<file path="src/smtc_pkg.sv">
// Contract
// - Style 0: signed limit, one threshold
// - Style 1: 7-bit magnitude, two opposite thresholds
// - Bit 4 selects low current or noise
// - Bit 3 set bypasses bus glitch filter
// - Bit 2 picks command or pin trigger
// - Running conversion finishes before next trigger
// - Triggers while one pending are dropped
// - Trigger source acts only in standby
// - Power state codes: standby, sleep, continuous, duty
// - Self exit from duty updates stored state
// - Channel select codes axes and sequences
// - Idle interval code sets duty sleep time
// - Crossing count one or four before flag
// - Direction bit: above or below threshold
// - Direction ignored when style above one
// - Gain target: first or second channel
// - Angle pair field selects axis pair
// - Planar range bit doubles X/Y range
// - Vertical range bit doubles Z range
// - Zero limit code disables axis comparison
//
// Purpose : Constants of the sensor mode and threshold configuration bank
// Assumes : 100 MHz system clock
// Notes   : Offsets are register addresses on the internal register port
package smtc_pkg;

  // ---------------------------------------------------------------
  // Register offsets and reset values
  // ---------------------------------------------------------------
  localparam logic [7:0] OFS_POWER_TRIGGER   = 8'h01;
  localparam logic [7:0] OFS_CHANNEL_INTERVAL = 8'h02;
  localparam logic [7:0] OFS_THRESHOLD_ANGLE = 8'h03;
  localparam logic [7:0] RST_POWER_TRIGGER   = 8'h00;
  localparam logic [7:0] RST_CHANNEL_INTERVAL = 8'h00;
  localparam logic [7:0] RST_THRESHOLD_ANGLE = 8'h00;
  localparam logic [7:0] MASK_THRESHOLD_ANGLE = 8'h7f;

  // ---------------------------------------------------------------
  // Field positions
  // ---------------------------------------------------------------
  localparam int POS_STYLE_LSB    = 5;
  localparam int POS_NOISE_POWER  = 4;
  localparam int POS_GLITCH_BYP   = 3;
  localparam int POS_TRIG_SRC     = 2;
  localparam int POS_MODE_LSB     = 0;
  localparam int POS_CHSEL_LSB    = 4;
  localparam int POS_INTERVAL_LSB = 0;
  localparam int POS_CROSS_CNT    = 6;
  localparam int POS_DIRECTION    = 5;
  localparam int POS_GAIN_TARGET  = 4;
  localparam int POS_ANGLE_LSB    = 2;
  localparam int POS_RANGE_XY     = 1;
  localparam int POS_RANGE_Z      = 0;

  // ---------------------------------------------------------------
  // Encodings
  // ---------------------------------------------------------------
  localparam logic [1:0] MODE_STANDBY    = 2'h0;
  localparam logic [1:0] MODE_SLEEP      = 2'h1;
  localparam logic [1:0] MODE_CONTINUOUS = 2'h2;
  localparam logic [1:0] MODE_DUTY       = 2'h3;
  localparam logic [2:0] STYLE_SIGNED    = 3'h0;
  localparam logic [2:0] STYLE_MAGNITUDE = 3'h1;
  localparam logic [1:0] AXIS_X          = 2'h1;
  localparam logic [1:0] AXIS_Y          = 2'h2;
  localparam logic [1:0] AXIS_Z          = 2'h3;
  localparam logic [2:0] CROSS_ONE       = 3'h1;
  localparam logic [2:0] CROSS_FOUR      = 3'h4;

  // ---------------------------------------------------------------
  // Timing
  // ---------------------------------------------------------------
  localparam int CLK_PERIOD_NS  = 10;
  localparam int MS_NS          = 1000000;
  localparam int MS_TICK_CYCLES = MS_NS / CLK_PERIOD_NS;

  typedef enum logic [2:0] {
    ST_IDLE  = 3'b001,
    ST_CONV  = 3'b010,
    ST_DOZE  = 3'b100
  } smtc_state_type;

endpackage : smtc_pkg

</file>
<file path="src/smtc_config.sv">
// Purpose : Mode, trigger and threshold configuration bank with its sequencer
// Assumes : Register port driven by the bus engine on the same clock
// Notes   : Trigger pin is asynchronous and active low
`timescale 1ns/1ps
module smtc_config
  import smtc_pkg::*;
#(
  parameter int MS_TICKS = MS_TICK_CYCLES
) (
  input  wire logic       CLK_SYS,
  input  wire logic       ARST_N,
  input  wire logic       REG_WR,
  input  wire logic       REG_RD,
  input  wire logic [7:0] REG_ADDR,
  input  wire logic [7:0] REG_WDATA,
  output logic      [7:0] REG_RDATA,
  input  wire logic       CMD_TRIG,
  input  wire logic       TRIG_PIN_N,
  input  wire logic       DUTY_EXIT,
  input  wire logic       CONV_DONE,
  input  wire logic       RESULT_VALID,
  input  wire logic [7:0] FIELD_X,
  input  wire logic [7:0] FIELD_Y,
  input  wire logic [7:0] FIELD_Z,
  input  wire logic [7:0] LIMIT_X,
  input  wire logic [7:0] LIMIT_Y,
  input  wire logic [7:0] LIMIT_Z,
  output logic            CONV_START,
  output logic            CONV_BUSY,
  output logic [1:0]      POWER_STATE,
  output logic            LOW_NOISE,
  output logic            GLITCH_BYPASS,
  output logic [2:0]      AXIS_ENABLE,
  output logic            AXIS_SEQUENCE,
  output logic            ANGLE_ENABLE,
  output logic [1:0]      ANGLE_FIRST,
  output logic [1:0]      ANGLE_SECOND,
  output logic [1:0]      GAIN_AXIS,
  output logic            RANGE_XY_DOUBLE,
  output logic            RANGE_Z_DOUBLE,
  output logic            THRESH_EVENT
);

  // Elaboration check: the prescaler cannot count below one cycle
  if (MS_TICKS < 1) begin : g_ticks_check
    $error("MS_TICKS must be at least one");
  end


  // ---------------------------------------------------------------
  // Decoding helpers
  // ---------------------------------------------------------------
  // Axis enables in X,Y,Z bit order; reserved codes enable nothing
  function automatic logic [2:0] chsel_axes(input logic [3:0] code);
    unique case (code)
      4'h8, 4'h9: chsel_axes = 3'b011;
      4'ha:       chsel_axes = 3'b110;
      4'hb:       chsel_axes = 3'b101;
      default:    chsel_axes = (code < 4'h8) ? code[2:0] : 3'b000;
    endcase
  endfunction

  // Idle interval in milliseconds
  function automatic logic [14:0] interval_ms(input logic [3:0] code);
    unique case (code)
      4'h0: interval_ms = 15'd1;
      4'h1: interval_ms = 15'd5;
      4'h2: interval_ms = 15'd10;
      4'h3: interval_ms = 15'd15;
      4'h4: interval_ms = 15'd20;
      4'h5: interval_ms = 15'd30;
      4'h6: interval_ms = 15'd50;
      4'h7: interval_ms = 15'd100;
      4'h8: interval_ms = 15'd500;
      4'h9: interval_ms = 15'd1000;
      4'ha: interval_ms = 15'd2000;
      4'hb: interval_ms = 15'd5000;
      default: interval_ms = 15'd20000;
    endcase
  endfunction

  // One axis limit check; reserved styles never report a crossing
  function automatic logic axis_cross(input logic [7:0] field, input logic [7:0] limit,
                                      input logic [2:0] style, input logic dir);
    logic [7:0] mag;
    logic [7:0] fabs;
    mag  = {1'b0, limit[6:0]};
    fabs = field[7] ? 8'(-field) : field;
    axis_cross = 1'b0;
    if (limit != 8'h00) begin
      if (style == STYLE_SIGNED) begin
        axis_cross = dir ? ($signed(field) < $signed(limit))
                         : ($signed(field) > $signed(limit));
      end else if (style == STYLE_MAGNITUDE && mag != 8'h00) begin
        axis_cross = dir ? (fabs < mag) : (fabs > mag);
      end
    end
  endfunction

  // ---------------------------------------------------------------
  // Registers
  // ---------------------------------------------------------------
  logic [7:0]     pt_reg;
  logic [7:0]     ci_reg;
  logic [7:0]     ta_reg;
  logic [7:0]     rdata_reg;

  wire wr_pt = REG_WR && (REG_ADDR == OFS_POWER_TRIGGER);
  wire wr_ci = REG_WR && (REG_ADDR == OFS_CHANNEL_INTERVAL);
  wire wr_ta = REG_WR && (REG_ADDR == OFS_THRESHOLD_ANGLE);

  wire [2:0] style     = pt_reg[POS_STYLE_LSB +: 3];
  wire       trig_src  = pt_reg[POS_TRIG_SRC];
  wire [1:0] mode      = pt_reg[POS_MODE_LSB +: 2];
  wire [3:0] chsel     = ci_reg[POS_CHSEL_LSB +: 4];
  wire [3:0] interval  = ci_reg[POS_INTERVAL_LSB +: 4];
  wire       cross4    = ta_reg[POS_CROSS_CNT];
  wire       direction = ta_reg[POS_DIRECTION];
  wire [1:0] angle     = ta_reg[POS_ANGLE_LSB +: 2];

  // Hardware exit from duty mode wins over a host write in the same cycle
  wire       self_exit = DUTY_EXIT && (mode == MODE_DUTY);
  wire [7:0] pt_next   = self_exit ? {pt_reg[7:2], MODE_STANDBY}
                                   : (wr_pt ? REG_WDATA : pt_reg);

  wire [7:0] rd_mux = (REG_ADDR == OFS_POWER_TRIGGER)    ? pt_reg :
                      (REG_ADDR == OFS_CHANNEL_INTERVAL) ? ci_reg :
                      (REG_ADDR == OFS_THRESHOLD_ANGLE)  ? ta_reg : 8'h00;

  always_ff @(posedge CLK_SYS or negedge ARST_N) begin
    if (!ARST_N) begin
      pt_reg    <= RST_POWER_TRIGGER;
      ci_reg    <= RST_CHANNEL_INTERVAL;
      ta_reg    <= RST_THRESHOLD_ANGLE;
      rdata_reg <= 8'h00;
    end else begin
      pt_reg    <= pt_next;
      ci_reg    <= wr_ci ? REG_WDATA : ci_reg;
      ta_reg    <= wr_ta ? (REG_WDATA & MASK_THRESHOLD_ANGLE) : ta_reg;
      rdata_reg <= REG_RD ? rd_mux : rdata_reg;
    end
  end

  // ---------------------------------------------------------------
  // Trigger pin synchroniser
  // ---------------------------------------------------------------
  logic [2:0] pin_sync_reg;
  logic       pin_level_reg;

  wire pin_agree = (pin_sync_reg[1] == pin_sync_reg[2]);
  wire pin_fall  = pin_agree && pin_level_reg && !pin_sync_reg[2];

  always_ff @(posedge CLK_SYS or negedge ARST_N) begin
    if (!ARST_N) begin
      pin_sync_reg  <= 3'b111;
      pin_level_reg <= 1'b1;
    end else begin
      pin_sync_reg  <= {pin_sync_reg[1:0], TRIG_PIN_N};
      pin_level_reg <= pin_agree ? pin_sync_reg[2] : pin_level_reg;
    end
  end

  // ---------------------------------------------------------------
  // Conversion sequencer
  // ---------------------------------------------------------------
  smtc_state_type state_reg;
  smtc_state_type state_next;
  logic           pend_reg;
  logic           pend_next;
  logic           start_reg;
  logic           start_next;
  logic [31:0]    tick_reg;
  logic [14:0]    ms_reg;

  // Trigger source only matters in standby
  wire trig_evt  = (mode == MODE_STANDBY)
                   && (trig_src ? pin_fall : CMD_TRIG);
  wire doze_done = (ms_reg >= interval_ms(interval));

  always_comb begin
    state_next = state_reg;
    pend_next  = pend_reg && (mode == MODE_STANDBY);
    start_next = 1'b0;
    unique case (state_reg)
      ST_IDLE: begin
        if (trig_evt || mode == MODE_CONTINUOUS || mode == MODE_DUTY) begin
          state_next = ST_CONV;
          start_next = 1'b1;
        end
      end
      ST_CONV: begin
        if (CONV_DONE) begin
          // A trigger landing with done is served, not lost
          if (pend_next || trig_evt || mode == MODE_CONTINUOUS) begin
            start_next = 1'b1;
            pend_next  = 1'b0;
          end else if (mode == MODE_DUTY && !self_exit) begin
            state_next = ST_DOZE;
          end else begin
            state_next = ST_IDLE;
          end
        end else if (trig_evt) begin
          pend_next = 1'b1;
        end
      end
      ST_DOZE: begin
        if (mode != MODE_DUTY || self_exit) begin
          state_next = ST_IDLE;
        end else if (doze_done) begin
          state_next = ST_CONV;
          start_next = 1'b1;
        end
      end
    endcase
  end

  // Millisecond prescaler keeps the long idle counts out of one wide counter
  wire tick_wrap = (tick_reg == 32'(MS_TICKS - 1));

  always_ff @(posedge CLK_SYS or negedge ARST_N) begin
    if (!ARST_N) begin
      state_reg <= ST_IDLE;
      pend_reg  <= 1'b0;
      start_reg <= 1'b0;
      tick_reg  <= 32'h0;
      ms_reg    <= 15'h0;
    end else begin
      state_reg <= state_next;
      pend_reg  <= pend_next;
      start_reg <= start_next;
      tick_reg  <= (state_reg != ST_DOZE || tick_wrap) ? 32'h0 : tick_reg + 32'h1;
      ms_reg    <= (state_reg != ST_DOZE) ? 15'h0 : (tick_wrap ? ms_reg + 15'h1 : ms_reg);
    end
  end

  // ---------------------------------------------------------------
  // Threshold crossing counter
  // ---------------------------------------------------------------
  logic [2:0] cross_cnt_reg;
  logic       thresh_reg;

  wire [2:0] axes     = chsel_axes(chsel);
  wire       crossing = RESULT_VALID && (
                        (axes[0] && axis_cross(FIELD_X, LIMIT_X, style, direction)) ||
                        (axes[1] && axis_cross(FIELD_Y, LIMIT_Y, style, direction)) ||
                        (axes[2] && axis_cross(FIELD_Z, LIMIT_Z, style, direction)));
  wire [2:0] cross_goal = cross4 ? CROSS_FOUR : CROSS_ONE;
  wire [2:0] cross_inc  = cross_cnt_reg + 3'h1;
  wire       cross_hit  = crossing && (cross_inc >= cross_goal);

  always_ff @(posedge CLK_SYS or negedge ARST_N) begin
    if (!ARST_N) begin
      cross_cnt_reg <= 3'h0;
      thresh_reg    <= 1'b0;
    end else begin
      cross_cnt_reg <= cross_hit ? 3'h0 : (crossing ? cross_inc : cross_cnt_reg);
      thresh_reg    <= cross_hit;
    end
  end

  // ---------------------------------------------------------------
  // Registered configuration decode
  // ---------------------------------------------------------------
  logic [2:0] axis_en_reg;
  logic       seq_reg;
  logic       angle_en_reg;
  logic [1:0] first_reg;
  logic [1:0] second_reg;
  logic [1:0] gain_reg;

  wire [1:0] first_axis  = (angle == 2'h2) ? AXIS_Y : AXIS_X;
  wire [1:0] second_axis = (angle == 2'h1) ? AXIS_Y : AXIS_Z;
  wire       angle_on    = (angle != 2'h0);

  always_ff @(posedge CLK_SYS or negedge ARST_N) begin
    if (!ARST_N) begin
      axis_en_reg  <= 3'h0;
      seq_reg      <= 1'b0;
      angle_en_reg <= 1'b0;
      first_reg    <= 2'h0;
      second_reg   <= 2'h0;
      gain_reg     <= 2'h0;
    end else begin
      axis_en_reg  <= axes;
      seq_reg      <= chsel[3] && (chsel < 4'hc);
      angle_en_reg <= angle_on;
      first_reg    <= angle_on ? first_axis : 2'h0;
      second_reg   <= angle_on ? second_axis : 2'h0;
      gain_reg     <= !angle_on ? 2'h0
                      : (ta_reg[POS_GAIN_TARGET] ? second_axis : first_axis);
    end
  end

  // ---------------------------------------------------------------
  // Outputs
  // ---------------------------------------------------------------
  assign REG_RDATA       = rdata_reg;
  assign CONV_START      = start_reg;
  assign CONV_BUSY       = state_reg[1];
  assign POWER_STATE     = pt_reg[POS_MODE_LSB +: 2];
  assign LOW_NOISE       = pt_reg[POS_NOISE_POWER];
  assign GLITCH_BYPASS   = pt_reg[POS_GLITCH_BYP];
  assign AXIS_ENABLE     = axis_en_reg;
  assign AXIS_SEQUENCE   = seq_reg;
  assign ANGLE_ENABLE    = angle_en_reg;
  assign ANGLE_FIRST     = first_reg;
  assign ANGLE_SECOND    = second_reg;
  assign GAIN_AXIS       = gain_reg;
  assign RANGE_XY_DOUBLE = ta_reg[POS_RANGE_XY];
  assign RANGE_Z_DOUBLE  = ta_reg[POS_RANGE_Z];
  assign THRESH_EVENT    = thresh_reg;

endmodule // smtc_config

</file>
<file path="config.mk">
export PLATFORM = sky130hd
export DESIGN_NAME = smtc_config
export DESIGN_NICKNAME = d
export VERILOG_FILES = /design/src/smtc_pkg.sv /design/src/smtc_config.sv
export SDC_FILE = /design/constraint.sdc
export NUM_CORES = 1
export LEC_CHECK = 0
export BUFFER_PORTS_ARGS = -buffer_cell sky130_fd_sc_hd__buf_4
export CAP_MARGIN = 20
export CORE_ASPECT_RATIO = 1.5
export CORE_UTILIZATION = 35
export CTS_CLUSTER_SIZE = 28
export DETAILED_ROUTE_END_ITERATION = 8
export GPL_TIMING_DRIVEN = 0
export PLACE_DENSITY_LB_ADDON = 0.12
export RECOVER_POWER = 25
export SLEW_MARGIN = 20
export SYNTH_ARGS = -nofsm -noshare
export SYNTH_HDL_FRONTEND = slang
export SYNTH_SLANG_ARGS = --single-unit
</file>
<file path="constraint.sdc">
create_clock -name CLK_SYS -period 2.6 [get_ports CLK_SYS]
set_clock_uncertainty 0.05 [all_clocks]
set_input_delay 0.39 -clock CLK_SYS [delete_from_list [all_inputs] [get_ports CLK_SYS]]
set_output_delay 0.39 -clock CLK_SYS [all_outputs]
set_load 0.005 [all_outputs]
</file>
==> flow_summary.ini <==
[sta]
setup_viol = 4
rsz0062_at_grt = true
holdWs_ns = 0.111
max_freq_ghz = 0.350
max_slew_margin_pct = -51.5
tightestPinTransition_ns = 2.27
period_minus_slack_ns = 2.86
setup_tns_ns = -0.968
timing.final.crit_share_pct = 110
finalWorstSetupSlack_ns = -0.257
hold_viol = 0
slew_violations = 102

[synthesis]
yosysUniqueCellTypes = 61
syn_area_sq_um = 6790
yosysWarnings = 0
synth_ff_type = dfrtp_1
async_reset_ff_share_pct = 100
yosysSeqAreaShare_pct = 37.3
synth_edf_count = 0
synth.avg_cell_area_sq_um = 9.30
netlist_instances = 730
netlist_top_cells_area = dfrtp_1 (35%), ha_1 (13%), mux2_2 (4.5%)
synth_area_leader_cell = dfrtp_1
syn-num-nets = 873
yosys.area.top_type_share_pct = 35.4
ys_ff_latch = 101

[setup_path]
cp.arrival_ns = 3.03
path_buf_inv = 1
crit_top_cell = mux2_4
path_cells = buf_6 -> or3_4 -> o31ai_4 -> xnor2_1 -> ha_1 -> a21oi_2 -> nor2b_1 -> nor4_2 -> mux2_4 -> a21oi_4 -> a31oi_4 -> mux2_4
cp_max_fo = 3
slowest_stage = or3_4
cp_data_required_time_ns = 2.77
cp-start-kind = primary input
worstSetupPathType = in2reg
slowest_delay_ns = 0.41
crit_family = simple AND/OR/NAND/NOR gates
cp-end-kind = flip-flop

[detailed_routing]
drt-initial-drc-count = 222
vias = 5784
via_per_inst = 5.18
drt_first_pass_iters = 4
antenna_left = 0
drc_errors = 0
wl_per_cell_um = 15.6
routed_wl_mm = 17.4

[cells_and_area]
drive_gt1_share_pct = 24.7
nFillCells = 1893
syn2layout_area_growth_pct = 25.5
fin_nets = 998
antennaDiodeCount = 0
largest_register_ffs = 32

[global_route]
grt.total_usage_pct = 18.1
grt_overflow_total = 0
grt_pass1_wl_mm = 28.6
grt_max_degree = 102
antenna_found_initial = 0
grt_pass1_vias = 5982

[floorplan]
start_util_pct = 35.6
core_sq_um = 19100
die_y_um = 173
num_io_pins = 101
dieArea_sq_um = 20000
rows = 62
die_w_um = 116

[clock_tree]
clk_path_buf_depth = 2
h-tree-depth = 3
clk_pin_slew_ns = 0.07
cts_tree = yes
insertion_delay_ns = 0.34
cts_made_buffers = 9
clkSinkCount = 101
cts_root_buf = clkbuf_16

[job]
drv_cap = 1

[place]
hpwl_mm = 13.6
numPortBuffers = 98
routabilityCongestion = 0.830
pre_cts_ws_ns = -0.746

[pwr]
p_total_uw = 3950
vdd_drop_max_uv = 294
p_leak_uw = 0.00392
p_per_area_nw_per_um2 = 464

[status]
outcome = finished with violations
violations = capacitance limit, slew limit, setup timing

[hold_path]
hp-class = in2reg
==> stage by stage <==
step | instance area [sq um] | util, % | instances
after global placement | 7900 | 41.4 | 1084
after floorplan | 6840 | - | 730
after global routing | 8520 | 44.6 | 1116
after detailed placement | 7900 | 41.4 | 1084
final | 8520 | 44.6 | 1116
after CTS | 8320 | 43.6 | 1104
==> layer usage <==
layer	routed length (um)	track usage (%)
met1	6830	19.6
met2	9710	35.1
met3	547	2.42
met4	346	5.77
met5	0	0
==> synth_stat cells, types with 8 or more instances <==
library cell / number
nor2b_1: 20
xor2_1: 29
a21o_1: 8
nand4_1: 19
a21oi_1: 33
nor2_1: 78
mux2_2: 27
inv_1: 54
mux2i_1: 10
o22ai_1: 9
ha_1: 70
nor3_1: 10
dfrtp_1: 96
or3_1: 12
clkbuf_1: 14
and3_1: 11
xnor2_1: 25
o21ai_0: 22
nand3_1: 21
nand2_1: 48
nor4_1: 9
==> timing repair <==
item | CTS | global route
endpoints found under the hold margin | 0 | 0
gates resized for setup | 21 | 26
hold buffers | 0 | 0
setup buffers | 4 | 12
pin swaps | 15 | 14
endpoints found under the setup margin | 41 | 46
==> area by class of cell <==
type	count	area [sq um]	area share (%)
clock buffer	12	246	2.89
clock inverter	4	47.5	0.558
timing repair buffer	114	861	10.1
tap	256	320	3.76
inverter	55	211	2.48
sequential	101	2540	29.8
buffer	19	87.6	1.03
multi-input combinational	555	4210	49.4
==> cells by family (layout without fill, tap and decap cells) <==
| group | after synthesis | after routing | synth area share, % |
|---|---|---|---|
| simple gates | 265 | 265 | 19.9 |
| compound gates | 124 | 124 | 11.8 |
| flops | 101 | 101 | 37.3 |
| buf+inv | 74 | 204 | 4.26 |
| fa+ha+maj | 71 | 71 | 13.0 |
| xor+xnor | 54 | 54 | 6.97 |
| mux | 41 | 41 | 6.73 |
==> placed cells by master, fill, tap and decap left out, types with 7 or more instances in the layout <==
cell type  netlist  final
and3_1          11     11
inv_1           54     52
o21ai_0         22     17
a22oi_1          7      7
o21ai_1          7     11
ha_1            70     66
a21oi_1         33     27
mux2_2          27     26
clkbuf_16        0      9
a21o_1           8      8
clkbuf_1        14     12
nand3_1         21     19
nand2b_1         7      7
nand2_1         48     47
buf_4            3    113
nand4_1         19     19
nor2_1          78     76
nor3_1          10      9
nor2b_1         20     19
nor4_1           9      7
or3_1           12      9
mux2i_1         10     10
xor2_1          29     29
dfrtp_1         96     94
xnor2_1         25     24
o22ai_1          9      9
==> worst register-to-register path, delay by kind of cell (launching register included) <==
kind,cells,cell delay (ns)
buf+inv,1,0.05
compound gates,7,1.09
fa+ha+maj,2,0.46
flops,1,0.39
mux,1,0.06
simple gates,2,0.37
==> final timing paths <==
kind                       slack [ns]  depth (start not counted)                       from                           end
max in group asynchronous        0.40                          1                     ARST_N         ci_reg[1]$_DFFE_PN0P_
setup / recovery                -0.26                         12                 FIELD_X[0]  cross_cnt_reg[0]$_DFFE_PN0P_
hold reg to reg                  0.31                          0  pin_sync_reg[0]$_DFF_PN1_     pin_sync_reg[1]$_DFF_PN1_
hold / removal                   0.11                          1                 TRIG_PIN_N     pin_sync_reg[0]$_DFF_PN1_
setup reg to reg                 0.07                         13      ci_reg[1]$_DFFE_PN0P_      state_reg[2]$_DFFE_PN0P_
min in group asynchronous        0.64                          1                     ARST_N        ms_reg[10]$_DFFE_PN0N_
==> report_power, final <==
part	total (uW)	internal [uW]	switching, uW
clock	1330	770	564
sequential	1730	1660	74.4
combinational	888	435	452
(Power assumes the default switching activity.)
